==> src/include/bbx_map.svh <==
// Purpose: Offsets, field positions, reset values and timing counts of the executor
// Assumes: APB byte addresses, one 32-bit word per register
// Notes: Data memory window sits at 0x200..0x3fc, one byte per word
`ifndef BBX_MAP_SVH
`define BBX_MAP_SVH

`define BBX_OFF_CTRL 12'h000
`define BBX_OFF_INSTR 12'h004
`define BBX_OFF_STATUS 12'h008
`define BBX_OFF_WORK 12'h00c
`define BBX_OFF_PC 12'h010
`define BBX_OFF_TABLE 12'h014
`define BBX_WIN_SEL 3'h1

`define BBX_F_OP_HI 4
`define BBX_F_OP_LO 0
`define BBX_F_BIT_HI 7
`define BBX_F_BIT_LO 5
`define BBX_F_MADDR_HI 14
`define BBX_F_MADDR_LO 8
`define BBX_F_TGT_HI 26
`define BBX_F_TGT_LO 16
`define BBX_F_CTRL_WAKE 0
`define BBX_F_CTRL_INTEN 1

`define BBX_RST_PC 11'h000
`define BBX_RST_WORK 8'h00
`define BBX_RST_TPTR 8'h00
`define BBX_RST_TABLE_HIGH_LATCH 7'h00
`define BBX_PCL_ADDR 7'h06
`define BBX_LAST_PAGE 3'h7

`define BBX_ONE_CYCLE 2'h1
`define BBX_TWO_CYCLES 2'h2
`define BBX_WDT_CYCLES 16'h2000

`endif

==> src/include/bbx_pkg.sv <==
// Purpose: Types shared by the instruction executor
// Assumes: 8-bit data path, 11-bit program counter, 15-bit program words
// Notes: Unlisted opcodes execute as no operation
package bbx_pkg;

    typedef enum logic [2:0] {
        ST_IDLE = 3'h0,
        ST_READ = 3'h1,
        ST_EXEC = 3'h2,
        ST_DUMMY = 3'h3,
        ST_HALTED = 3'h4
    } bbx_state_t;

    typedef enum logic [1:0] {
        PRE_NONE = 2'h0,
        PRE_FIRST = 2'h1,
        PRE_SECOND = 2'h2
    } bbx_pre_t;

    typedef enum logic [4:0] {
        OP_NO_OPERATION = 5'h00,
        OP_BIT_CLEAR = 5'h01,
        OP_BIT_SET = 5'h02,
        OP_UNCONDITIONAL_JUMP = 5'h03,
        OP_SKIP_IF_ZERO = 5'h04,
        OP_SKIP_IF_ZERO_COPY_TO_WORK = 5'h05,
        OP_SKIP_IF_BIT_CLEAR = 5'h06,
        OP_SKIP_IF_BIT_SET = 5'h07,
        OP_INCREMENT_SKIP_IF_ZERO = 5'h08,
        OP_DECREMENT_SKIP_IF_ZERO = 5'h09,
        OP_INCREMENT_SKIP_TO_WORK = 5'h0a,
        OP_DECREMENT_SKIP_TO_WORK = 5'h0b,
        OP_SUBROUTINE_CALL = 5'h0c,
        OP_SUBROUTINE_EXIT = 5'h0d,
        OP_SUBROUTINE_EXIT_IMM = 5'h0e,
        OP_INTERRUPT_EXIT = 5'h0f,
        OP_TABLE_READ_CURRENT_PAGE = 5'h10,
        OP_TABLE_READ_LAST_PAGE = 5'h11,
        OP_WATCHDOG_CLEAR = 5'h12,
        OP_WATCHDOG_PRECLEAR_FIRST = 5'h13,
        OP_WATCHDOG_PRECLEAR_SECOND = 5'h14,
        OP_MEM_CLEAR = 5'h15,
        OP_MEM_SET = 5'h16,
        OP_NIBBLE_SWAP = 5'h17,
        OP_NIBBLE_SWAP_TO_WORK = 5'h18,
        OP_POWER_DOWN = 5'h19
    } bbx_op_t;

    typedef struct packed {
        bbx_state_t state;
        logic halted;
        logic [31:0] instr;
        logic [10:0] pc;
        logic [7:0] work;
        logic [6:0] table_high_latch;
        logic [7:0] tptr;
        logic [3:0][10:0] stack;
        logic [1:0] sp;
        logic timeout;
        logic powerdown;
        logic annul;
        logic int_en;
        bbx_pre_t pre;
        logic [1:0] cycles;
        logic [15:0] wdt;
        logic [10:0] prog_addr;
        logic apb_wait;
        logic pready;
        logic pslverr;
        logic [31:0] prdata;
    } bbx_regs_t;

endpackage : bbx_pkg

==> src/core/bbx_data_ram.sv <==
// Purpose: Data memory of the executor, one write port, registered read
// Assumes: Single clock, read data valid one cycle after the address
// Notes: Array contents are not reset
module bbx_data_ram #(
    parameter int DEPTH = 128,
    parameter int AW = 7,
    parameter int DW = 8
) (
    input wire logic pclk,
    input wire logic presetn,
    input wire logic we,
    input wire logic [AW-1:0] addr,
    input wire logic [DW-1:0] wdata,
    output logic [DW-1:0] rdata
);
    logic [DW-1:0] mem [DEPTH];

    always_ff @(posedge pclk) begin
        if (we) begin
            mem[addr] <= wdata;
        end
    end

    always_ff @(posedge pclk or negedge presetn) begin
        if (!presetn) begin
            rdata <= '0;
        end else begin
            rdata <= mem[addr];
        end
    end
endmodule : bbx_data_ram

==> src/core/bbx_exec.sv <==
// Purpose: Executes bit, branch, table-read and miscellaneous instructions issued over APB
// Assumes: Program words arrive on prog_word one cycle after prog_addr, same clock
// Notes: One wait state on every APB transfer; instruction writes while busy are refused
// Summary of operation
// - Bit clear and bit set force one memory bit; one cycle, flags untouched.
// - Unconditional jump loads the target into the counter; two cycles, no flags.
// - Skip-if-zero skips when the byte is zero; variant also copies it to work.
// - Bit-test skips on the selected bit being zero, or being one.
// - Increment or decrement skip writes the new byte back, skips when it is zero.
// - Work variants put the new value in work, memory untouched, skip on zero.
// - Call, exit, exit with immediate and interrupt exit take two cycles, no flags.
// - Table reads fetch current or last page word into latch and memory; two cycles.
// - Only watchdog clear, pre-clears, power-down and watchdog overflow change timeout and power-down flags here.
// - Pre-clears clear both flags only as a consecutive pair, otherwise flags hold.
// - Nibble swap exchanges byte halves in one cycle; variant writes work instead.
// - Power-down instruction enters power-down and updates both flags.
// - Skip instructions take two cycles when skipping, one otherwise.
// - Any instruction writing the counter low byte takes two cycles.
// - Watchdog clear resets the watchdog counter and clears both flags.
// - Power-down stops execution, keeps state, clears watchdog, sets power-down flag.
//
// The implementer's own choices: the APB register port and the address map.
`include "bbx_map.svh"

module bbx_exec #(
    parameter logic [15:0] WDT_LIMIT = `BBX_WDT_CYCLES,
    parameter int MEM_DEPTH = 128
) (
    input wire logic pclk,
    input wire logic presetn,
    input wire logic psel,
    input wire logic penable,
    input wire logic pwrite,
    input wire logic [11:0] paddr,
    input wire logic [31:0] pwdata,
    output logic [31:0] prdata,
    output logic pready,
    output logic pslverr,
    output logic [10:0] prog_addr,
    input wire logic [14:0] prog_word,
    output logic powered_down,
    output logic timeout_flag,
    output logic powerdown_flag
);
    bbx_pkg::bbx_regs_t r;
    bbx_pkg::bbx_regs_t n;

    logic mem_we;
    logic [6:0] mem_addr;
    logic [7:0] mem_wdata;
    logic [7:0] mem_rdata;

    bbx_data_ram #(
        .DEPTH(MEM_DEPTH),
        .AW(7),
        .DW(8)
    ) u_ram (
        .pclk(pclk),
        .presetn(presetn),
        .we(mem_we),
        .addr(mem_addr),
        .wdata(mem_wdata),
        .rdata(mem_rdata)
    );

    always_comb begin
        logic busy;
        logic win;
        logic err;
        logic [31:0] rd_val;
        logic wr_fire;
        bbx_pkg::bbx_op_t op;
        bbx_pkg::bbx_op_t new_op;
        logic [2:0] bsel;
        logic [6:0] maddr;
        logic [10:0] tgt;
        logic [7:0] mask;
        logic [7:0] m;
        logic [7:0] res;
        logic do_wr;
        logic skip;
        logic two;
        logic [10:0] pc_n;
        logic [1:0] sp_m1;

        n = r;
        busy = r.state inside {bbx_pkg::ST_READ, bbx_pkg::ST_EXEC, bbx_pkg::ST_DUMMY};
        win = paddr[11:9] == `BBX_WIN_SEL;
        op = bbx_pkg::bbx_op_t'(r.instr[`BBX_F_OP_HI:`BBX_F_OP_LO]);
        new_op = bbx_pkg::bbx_op_t'(pwdata[`BBX_F_OP_HI:`BBX_F_OP_LO]);
        bsel = r.instr[`BBX_F_BIT_HI:`BBX_F_BIT_LO];
        maddr = r.instr[`BBX_F_MADDR_HI:`BBX_F_MADDR_LO];
        tgt = r.instr[`BBX_F_TGT_HI:`BBX_F_TGT_LO];
        mask = 8'(8'h01 << bsel);
        m = (maddr == `BBX_PCL_ADDR) ? r.pc[7:0] : mem_rdata;
        res = 8'h00;
        do_wr = 1'b0;
        skip = 1'b0;
        two = 1'b0;
        pc_n = r.pc + 11'h001;
        sp_m1 = r.sp - 2'h1;
        wr_fire = psel && penable && pwrite && r.pready && !r.pslverr;

        // Core owns the memory port while an instruction runs
        mem_we = 1'b0;
        mem_addr = busy ? maddr : paddr[8:2];
        mem_wdata = 8'h00;

        // Register decode and refusal of accesses that would disturb a running instruction
        rd_val = 32'h0000_0000;
        err = 1'b0;
        if (win) begin
            err = busy;
            rd_val = {24'h00_0000, mem_rdata};
        end else begin
            unique case (paddr)
                `BBX_OFF_CTRL: rd_val = {30'h0000_0000, r.int_en, 1'b0};
                `BBX_OFF_INSTR: begin
                    rd_val = r.instr;
                    err = pwrite && (busy || r.state == bbx_pkg::ST_HALTED);
                end
                `BBX_OFF_STATUS: begin
                    rd_val = {22'h00_0000, r.pre, 1'b0, r.cycles, r.annul,
                        r.powerdown, r.timeout, r.state == bbx_pkg::ST_HALTED, busy};
                    err = pwrite;
                end
                `BBX_OFF_WORK: begin
                    rd_val = {24'h00_0000, r.work};
                    err = pwrite && busy;
                end
                `BBX_OFF_PC: begin
                    rd_val = {21'h00_0000, r.pc};
                    err = pwrite && busy;
                end
                `BBX_OFF_TABLE: begin
                    rd_val = {16'h0000, r.tptr, 1'b0, r.table_high_latch};
                    err = pwrite && busy;
                end
                default: err = 1'b1;
            endcase
        end

        // One wait state: data and pready are captured in the first access cycle
        if (psel && !penable && !r.pready) begin
            n.apb_wait = 1'b1;
        end else if (psel && penable && r.apb_wait) begin
            n.apb_wait = 1'b0;
            n.pready = 1'b1;
            n.pslverr = err;
            n.prdata = (err || pwrite) ? 32'h0000_0000 : rd_val;
        end else if (r.pready) begin
            n.pready = 1'b0;
            n.pslverr = 1'b0;
        end

        // Software writes take effect only at the edge that completes the transfer
        if (wr_fire) begin
            if (win) begin
                mem_we = 1'b1;
                mem_wdata = pwdata[7:0];
            end else begin
                unique case (paddr)
                    `BBX_OFF_CTRL: begin
                        n.int_en = pwdata[`BBX_F_CTRL_INTEN];
                        if (pwdata[`BBX_F_CTRL_WAKE] && r.state == bbx_pkg::ST_HALTED) begin
                            n.state = bbx_pkg::ST_IDLE;
                        end
                    end
                    `BBX_OFF_INSTR: begin
                        if (r.annul) begin
                            n.annul = 1'b0;
                        end else begin
                            n.instr = pwdata;
                            n.state = bbx_pkg::ST_READ;
                            if (new_op == bbx_pkg::OP_TABLE_READ_LAST_PAGE) begin
                                n.prog_addr = {`BBX_LAST_PAGE, r.tptr};
                            end else begin
                                n.prog_addr = {r.pc[10:8], r.tptr};
                            end
                        end
                    end
                    `BBX_OFF_WORK: n.work = pwdata[7:0];
                    `BBX_OFF_PC: n.pc = pwdata[10:0];
                    `BBX_OFF_TABLE: n.tptr = pwdata[15:8];
                    default: n.tptr = r.tptr;
                endcase
            end
        end

        n.wdt = r.wdt + 16'h0001;

        unique case (r.state)
            bbx_pkg::ST_IDLE, bbx_pkg::ST_HALTED: begin
            end
            bbx_pkg::ST_READ: n.state = bbx_pkg::ST_EXEC;
            bbx_pkg::ST_DUMMY: n.state = bbx_pkg::ST_IDLE;
            bbx_pkg::ST_EXEC: begin
                n.pre = bbx_pkg::PRE_NONE;
                unique case (op)
                    bbx_pkg::OP_BIT_CLEAR: begin
                        res = m & ~mask;
                        do_wr = 1'b1;
                    end
                    bbx_pkg::OP_BIT_SET: begin
                        res = m | mask;
                        do_wr = 1'b1;
                    end
                    bbx_pkg::OP_UNCONDITIONAL_JUMP: begin
                        pc_n = tgt;
                        two = 1'b1;
                    end
                    bbx_pkg::OP_SKIP_IF_ZERO: skip = m == 8'h00;
                    bbx_pkg::OP_SKIP_IF_ZERO_COPY_TO_WORK: begin
                        skip = m == 8'h00;
                        n.work = m;
                    end
                    bbx_pkg::OP_SKIP_IF_BIT_CLEAR: skip = (m & mask) == 8'h00;
                    bbx_pkg::OP_SKIP_IF_BIT_SET: skip = (m & mask) != 8'h00;
                    bbx_pkg::OP_INCREMENT_SKIP_IF_ZERO: begin
                        res = m + 8'h01;
                        do_wr = 1'b1;
                        skip = res == 8'h00;
                    end
                    bbx_pkg::OP_DECREMENT_SKIP_IF_ZERO: begin
                        res = m - 8'h01;
                        do_wr = 1'b1;
                        skip = res == 8'h00;
                    end
                    bbx_pkg::OP_INCREMENT_SKIP_TO_WORK: begin
                        n.work = m + 8'h01;
                        skip = n.work == 8'h00;
                    end
                    bbx_pkg::OP_DECREMENT_SKIP_TO_WORK: begin
                        n.work = m - 8'h01;
                        skip = n.work == 8'h00;
                    end
                    bbx_pkg::OP_SUBROUTINE_CALL: begin
                        n.stack[r.sp] = r.pc + 11'h001;
                        n.sp = r.sp + 2'h1;
                        pc_n = tgt;
                        two = 1'b1;
                    end
                    bbx_pkg::OP_SUBROUTINE_EXIT, bbx_pkg::OP_SUBROUTINE_EXIT_IMM,
                    bbx_pkg::OP_INTERRUPT_EXIT: begin
                        n.sp = sp_m1;
                        pc_n = r.stack[sp_m1];
                        two = 1'b1;
                        if (op == bbx_pkg::OP_SUBROUTINE_EXIT_IMM) begin
                            n.work = tgt[7:0];
                        end
                        if (op == bbx_pkg::OP_INTERRUPT_EXIT) begin
                            n.int_en = 1'b1;
                        end
                    end
                    bbx_pkg::OP_TABLE_READ_CURRENT_PAGE, bbx_pkg::OP_TABLE_READ_LAST_PAGE: begin
                        n.table_high_latch = prog_word[14:8];
                        res = prog_word[7:0];
                        do_wr = 1'b1;
                        two = 1'b1;
                    end
                    bbx_pkg::OP_WATCHDOG_CLEAR: begin
                        n.wdt = 16'h0000;
                        n.timeout = 1'b0;
                        n.powerdown = 1'b0;
                    end
                    bbx_pkg::OP_WATCHDOG_PRECLEAR_FIRST, bbx_pkg::OP_WATCHDOG_PRECLEAR_SECOND: begin
                        if ((op == bbx_pkg::OP_WATCHDOG_PRECLEAR_FIRST && r.pre == bbx_pkg::PRE_SECOND)
                            || (op == bbx_pkg::OP_WATCHDOG_PRECLEAR_SECOND
                            && r.pre == bbx_pkg::PRE_FIRST)) begin
                            n.wdt = 16'h0000;
                            n.timeout = 1'b0;
                            n.powerdown = 1'b0;
                        end else if (op == bbx_pkg::OP_WATCHDOG_PRECLEAR_FIRST) begin
                            n.pre = bbx_pkg::PRE_FIRST;
                        end else begin
                            n.pre = bbx_pkg::PRE_SECOND;
                        end
                    end
                    bbx_pkg::OP_MEM_CLEAR: begin
                        res = 8'h00;
                        do_wr = 1'b1;
                    end
                    bbx_pkg::OP_MEM_SET: begin
                        res = 8'hff;
                        do_wr = 1'b1;
                    end
                    bbx_pkg::OP_NIBBLE_SWAP: begin
                        res = {m[3:0], m[7:4]};
                        do_wr = 1'b1;
                    end
                    bbx_pkg::OP_NIBBLE_SWAP_TO_WORK: n.work = {m[3:0], m[7:4]};
                    bbx_pkg::OP_POWER_DOWN: begin
                        n.wdt = 16'h0000;
                        n.timeout = 1'b0;
                        n.powerdown = 1'b1;
                    end
                    default: pc_n = r.pc + 11'h001;
                endcase

                if (do_wr) begin
                    if (maddr == `BBX_PCL_ADDR) begin
                        pc_n = {r.pc[10:8], res};
                        two = 1'b1;
                    end else begin
                        mem_we = 1'b1;
                        mem_wdata = res;
                    end
                end
                if (skip) begin
                    pc_n = r.pc + 11'h002;
                    n.annul = 1'b1;
                    two = 1'b1;
                end
                n.pc = pc_n;
                n.cycles = two ? `BBX_TWO_CYCLES : `BBX_ONE_CYCLE;
                if (op == bbx_pkg::OP_POWER_DOWN) begin
                    n.state = bbx_pkg::ST_HALTED;
                end else if (two) begin
                    n.state = bbx_pkg::ST_DUMMY;
                end else begin
                    n.state = bbx_pkg::ST_IDLE;
                end
            end
            default: n.state = bbx_pkg::ST_IDLE;
        endcase

        // Watchdog overflow sets the timeout flag after any clear, so the set wins
        if (r.wdt == WDT_LIMIT - 16'h0001) begin
            n.wdt = 16'h0000;
            n.timeout = 1'b1;
            if (r.state == bbx_pkg::ST_HALTED) begin
                n.state = bbx_pkg::ST_IDLE;
            end
        end
        n.halted = n.state == bbx_pkg::ST_HALTED;
    end

    always_ff @(posedge pclk or negedge presetn) begin
        if (!presetn) begin
            r <= '{
                state: bbx_pkg::ST_IDLE,
                halted: 1'b0,
                instr: 32'h0000_0000,
                pc: `BBX_RST_PC,
                work: `BBX_RST_WORK,
                table_high_latch: `BBX_RST_TABLE_HIGH_LATCH,
                tptr: `BBX_RST_TPTR,
                stack: '0,
                sp: 2'h0,
                timeout: 1'b0,
                powerdown: 1'b0,
                annul: 1'b0,
                int_en: 1'b0,
                pre: bbx_pkg::PRE_NONE,
                cycles: 2'h0,
                wdt: 16'h0000,
                prog_addr: 11'h000,
                apb_wait: 1'b0,
                pready: 1'b0,
                pslverr: 1'b0,
                prdata: 32'h0000_0000
            };
        end else begin
            r <= n;
        end
    end

    assign prdata = r.prdata;
    assign pready = r.pready;
    assign pslverr = r.pslverr;
    assign prog_addr = r.prog_addr;
    assign powered_down = r.halted;
    assign timeout_flag = r.timeout;
    assign powerdown_flag = r.powerdown;
endmodule : bbx_exec

==> config.mk <==
export PLATFORM = sky130hd
export DESIGN_NAME = bbx_exec
export DESIGN_NICKNAME = d
export VERILOG_FILES = /design/src/include/bbx_pkg.sv /design/src/core/bbx_data_ram.sv /design/src/core/bbx_exec.sv
export VERILOG_INCLUDE_DIRS = /design/src /design/src/include
export SDC_FILE = /design/constraint.sdc
export NUM_CORES = 1
export LEC_CHECK = 0
export BUFFER_PORTS_ARGS = -buffer_cell sky130_fd_sc_hd__buf_2
export CAP_MARGIN = 15
export CELL_PAD_IN_SITES_DETAIL_PLACEMENT = 1
export CELL_PAD_IN_SITES_GLOBAL_PLACEMENT = 2
export CORE_MARGIN = 2
export CORE_UTILIZATION = 41
export DETAILED_ROUTE_END_ITERATION = 10
export GPL_ROUTABILITY_DRIVEN = 0
export GPL_TIMING_DRIVEN = 1
export PLACE_DENSITY = 0.81
export RECOVER_POWER = 100
export SETUP_SLACK_MARGIN = 0.02
export SYNTH_ARGS = -nofsm -noshare
export SYNTH_HDL_FRONTEND = slang
export SYNTH_HIERARCHICAL = 1
export SYNTH_SLANG_ARGS = --single-unit
export TNS_END_PERCENT = 100
==> constraint.sdc <==
create_clock -name pclk -period 21.9 [get_ports pclk]
set_input_delay 2.19 -clock pclk [delete_from_list [all_inputs] [get_ports pclk]]
set_output_delay 2.19 -clock pclk [all_outputs]
set_load 0.005 [all_outputs]
==> results.md <==
- Netlist Area Pre-Place: between 50,000 and 60,000 µm²
- Reg area: around 36,000 µm²
- Post-CTS Repair Setup Buffers: 0
- Total GRT Usage: a little over a quarter
- Critical Path AT: about 12 ns
- DRC viols: 0
- Final cell count without fillers: approximately 5,300
- Multi-input logic area: between 10,000 and 15,000 µm²
- Detail Route Antenna Nets: 0
- Worst skew pair latency: 0.78 ns
- Final Cycle Share: 53.6%
- Setup TNS: 0 ns
- Sequential share of power: between 40% and 50%
- Reg clk slew, reported paths: about 0.060 ns
- Peak VDD IR: 0.0817 mV
- Synth async-reset ratio: between 15 and 20%
- Avg Inst Size Synth: 14.5 µm²
- CTS tree: yes
- Clk buf depth: 3
- Htree depth: 4
- Kind of end point of the critical path: flip-flop
- HPWL Detailed: approximately 110 mm
- Wire length per cell: around 33 µm
- Slew Limit Fails: ~1,700
- Initial DRC count: about 4,400
- Startpoint types: input pin
- Number of CTS-inserted buffers: 130
- Slew @ Worst Pin: between 4 and 5 ns
- R2R depth: 11
- Net Sw Frac: between 20% and 30%
- Final clock skew: between 0.04 and 0.05 ns
- Max_slew headroom: -214%
- Routed wire length: about 170 mm
- Post-synthesis cell count: roughly 3,600
- Grt total ovfl: 0
- Vias: around 35,000
- CTS root buf: clkbuf_16
- Initial core utilization: 41.1%
- Routed vias/inst: ~6.5
- Rows: between 100 and 150
- Net Sw Power: about 1.2 mW
- Die width: 359 µm
- First-pass GRT wire length: between 200 and 300 mm
- Die area: ~130,000 µm²
- Largest net degree at the start of global routing: 98
- Top_reg_cell synth: edfxtp_1
- Critical path data required time: roughly 23 ns
- Hold Fails Final Rpt: 0
- Synth warn: 6
- Crit-path max FO: 57
- Inst Count DP: 5,098
- Sequential fraction of the synthesis area: between 60% and 70%
- Die height: around 360 µm
- Area Overhead vs Synth: 11.7%
- Status: complete, but fails checks
- Syn nets: 3,633
- IO buf count: approximately 110
- Flops & latches, synth: 1,218
- Final setup fails: 0
- Vias in the first global route: 34,800
- Clock share of power: between 40% and 50%
- Initial antenna violation count: 7
- RSZ-0062 raised after global routing: no
- Resize count post-CTS: 0
- # IOs: 112
- Max-cap violations: 36
- Tmin final: around 12 ns
- Sink Count: between 1,000 and 1,500
- Post-synth cell types: 88
- Core area: ~130,000 µm²
- CTS Hold Bufs: 0
- Static Leak: approximately 19 nW
- Post-synth EDFFs: between 1,000 and 1,500
- Pwr Density: 87.6 nW/µm²
- Fill cells: 12,400
- Pint: ~3.9 mW
- Kind of critical path: input pin to flip-flop
- Failing checks: capacitance limit, slew limit
- Fin nets: 3,655
- First-pass DRT Iterations: 6
- Share of layout cells above drive strength 1: 14.4%
- Setup WS post-layout: between 10 and 15 ns
- Gate power share: between 4 and 5%
- Worst slack at placement: 15.04 ns
- Hold Crit Class: flip-flop to flip-flop
- Hold Path Cell Cnt: 2
- Max frequency: roughly 85 MHz
## power groups by stage
stage | Combinational (mW) | Sequential [mW] | Clock [mW]
CTS | 0.239 | 2.50 | 2.33
global placement | 0.236 | 2.55 | 0
finish | 0.245 | 2.50 | 2.30
detailed placement | 0.238 | 2.55 | 0
global route | 0.254 | 2.50 | 2.41
floorplan | 0.138 | 2.54 | 0
## area by class of cell
cell class,count,area share [%]
sequential,1218,61.8
clock inverter,70,1.54
timing repair buffer,195,1.75
antenna,4,0.0174
inverter,20,0.133
tap,1650,3.59
multi-input combinational,2015,25.0
clock buffer,165,6.14
## flip-flops by register name, indices dropped and copies added, names as in the netlist
register and flops:
prdata 32, r 138, u_ram/rdata 8, u_ram/mem 1024
timeout_flag 1, powerdown_flag 1, pready 1, pslverr 1
prog_addr 11, powered_down 1
## cells by family after synthesis
| logic type | synth area share, % |
|---|---|
| AOI/OAI and AO/OA | 12.6 |
| xor gates and xnor gates | 0.782 |
| adders and majority gates | 0.267 |
| buffers and inverters | 3.10 |
| DFF | 69.1 |
| muxes | 7.43 |
| and+or+nand+nor | 6.77 |
## worst max-delay path, stage by stage
cell	delay [ns]
clkbuf_1	1.15
mux2_1	2.39
clkinvlp_2	3.07
clkbuf_1	1.40
a21oi_1	0.49
nor2_1	0.07
a221oi_1	0.41
o311ai_0	0.19
nor3_1	0.65
o32ai_1	0.15
## cells in the final DEF (no fill, tap or decap), types with 47 or more instances in the layout
master        n
buf_2        66
a21oi_1     162
clkbuf_1    106
clkbuf_16   136
nand2_1     208
a22oi_1      72
mux4_2       54
dfrtp_1     194
edfxtp_1   1024
buf_4        47
nand3_1      71
o21ai_0     167
mux2_2      141
nor2_1      270
o22ai_1      48
a221oi_1    216
mux2i_1      99
## metal layers
layer	part of all wire [%]	GRT usage, %	up-vias
li1	-	-	14100
met3	9.9	5.94	456
met1	40	36.4	18000
met2	46	41.8	2036
met4	4.8	12.2	6
met5	0.024	0	-
## per-stage QoR
stage	hold WS [ns]	area (µm²)	total power, mW	utilization (%)
final	0.478	57600	5.04	46.0
after global routing	0.500	57600	5.16	46.0
after CTS	0.483	58000	5.07	46.3
after detailed placement	0.470	53500	2.79	42.7
after global placement	0.456	53500	2.78	42.7
after floorplan	0.443	51500	2.67	-
## cells in the mapped netlist (22+ instances only)
library cell  number  share of area (%)
a22o_1            37               0.63
a221oi_1         216                3.7
nand2_1          208                1.5
o21ai_0          169                1.6
mux2_2           144                3.1
buf_2             87               0.84
nand3_1           70               0.68
o22ai_1           48               0.58
buf_1             28               0.20
mux2i_1           99                1.9
nor3_1            46               0.45
edfxtp_1        1024                 60
o22a_1            22               0.37
nor2b_1           29               0.35
mux4_2            54                2.4
buf_4             60               0.87
dfrtp_1          194                9.4
xnor2_1           28               0.48
clkbuf_1         124               0.90
a21oi_1          162                1.6
a211oi_1          22               0.32
a22oi_1           72                1.0
nor2_1           272                2.0
## final timing paths
check / from / to / slack (ns)
max: paddr[2] / u_ram/rdata[3]$_DFF_PN0_ / 10.16
min: r[112]$_DFFE_PN0P_ / r[112]$_DFFE_PN0P_ / 0.48
max reg2reg: r[163]$_DFFE_PN0P_ / u_ram/mem[40][6]$_DFFE_PP_ / 11.28
min reg2reg: r[112]$_DFFE_PN0P_ / r[112]$_DFFE_PN0P_ / 0.48
max in group asynchronous: presetn / r[125]$_DFFE_PN0P_ / 11.60
min in group asynchronous: presetn / prdata[27]$_DFFE_PN0P_ / 3.09
Power figures use the tool's default switching activity.
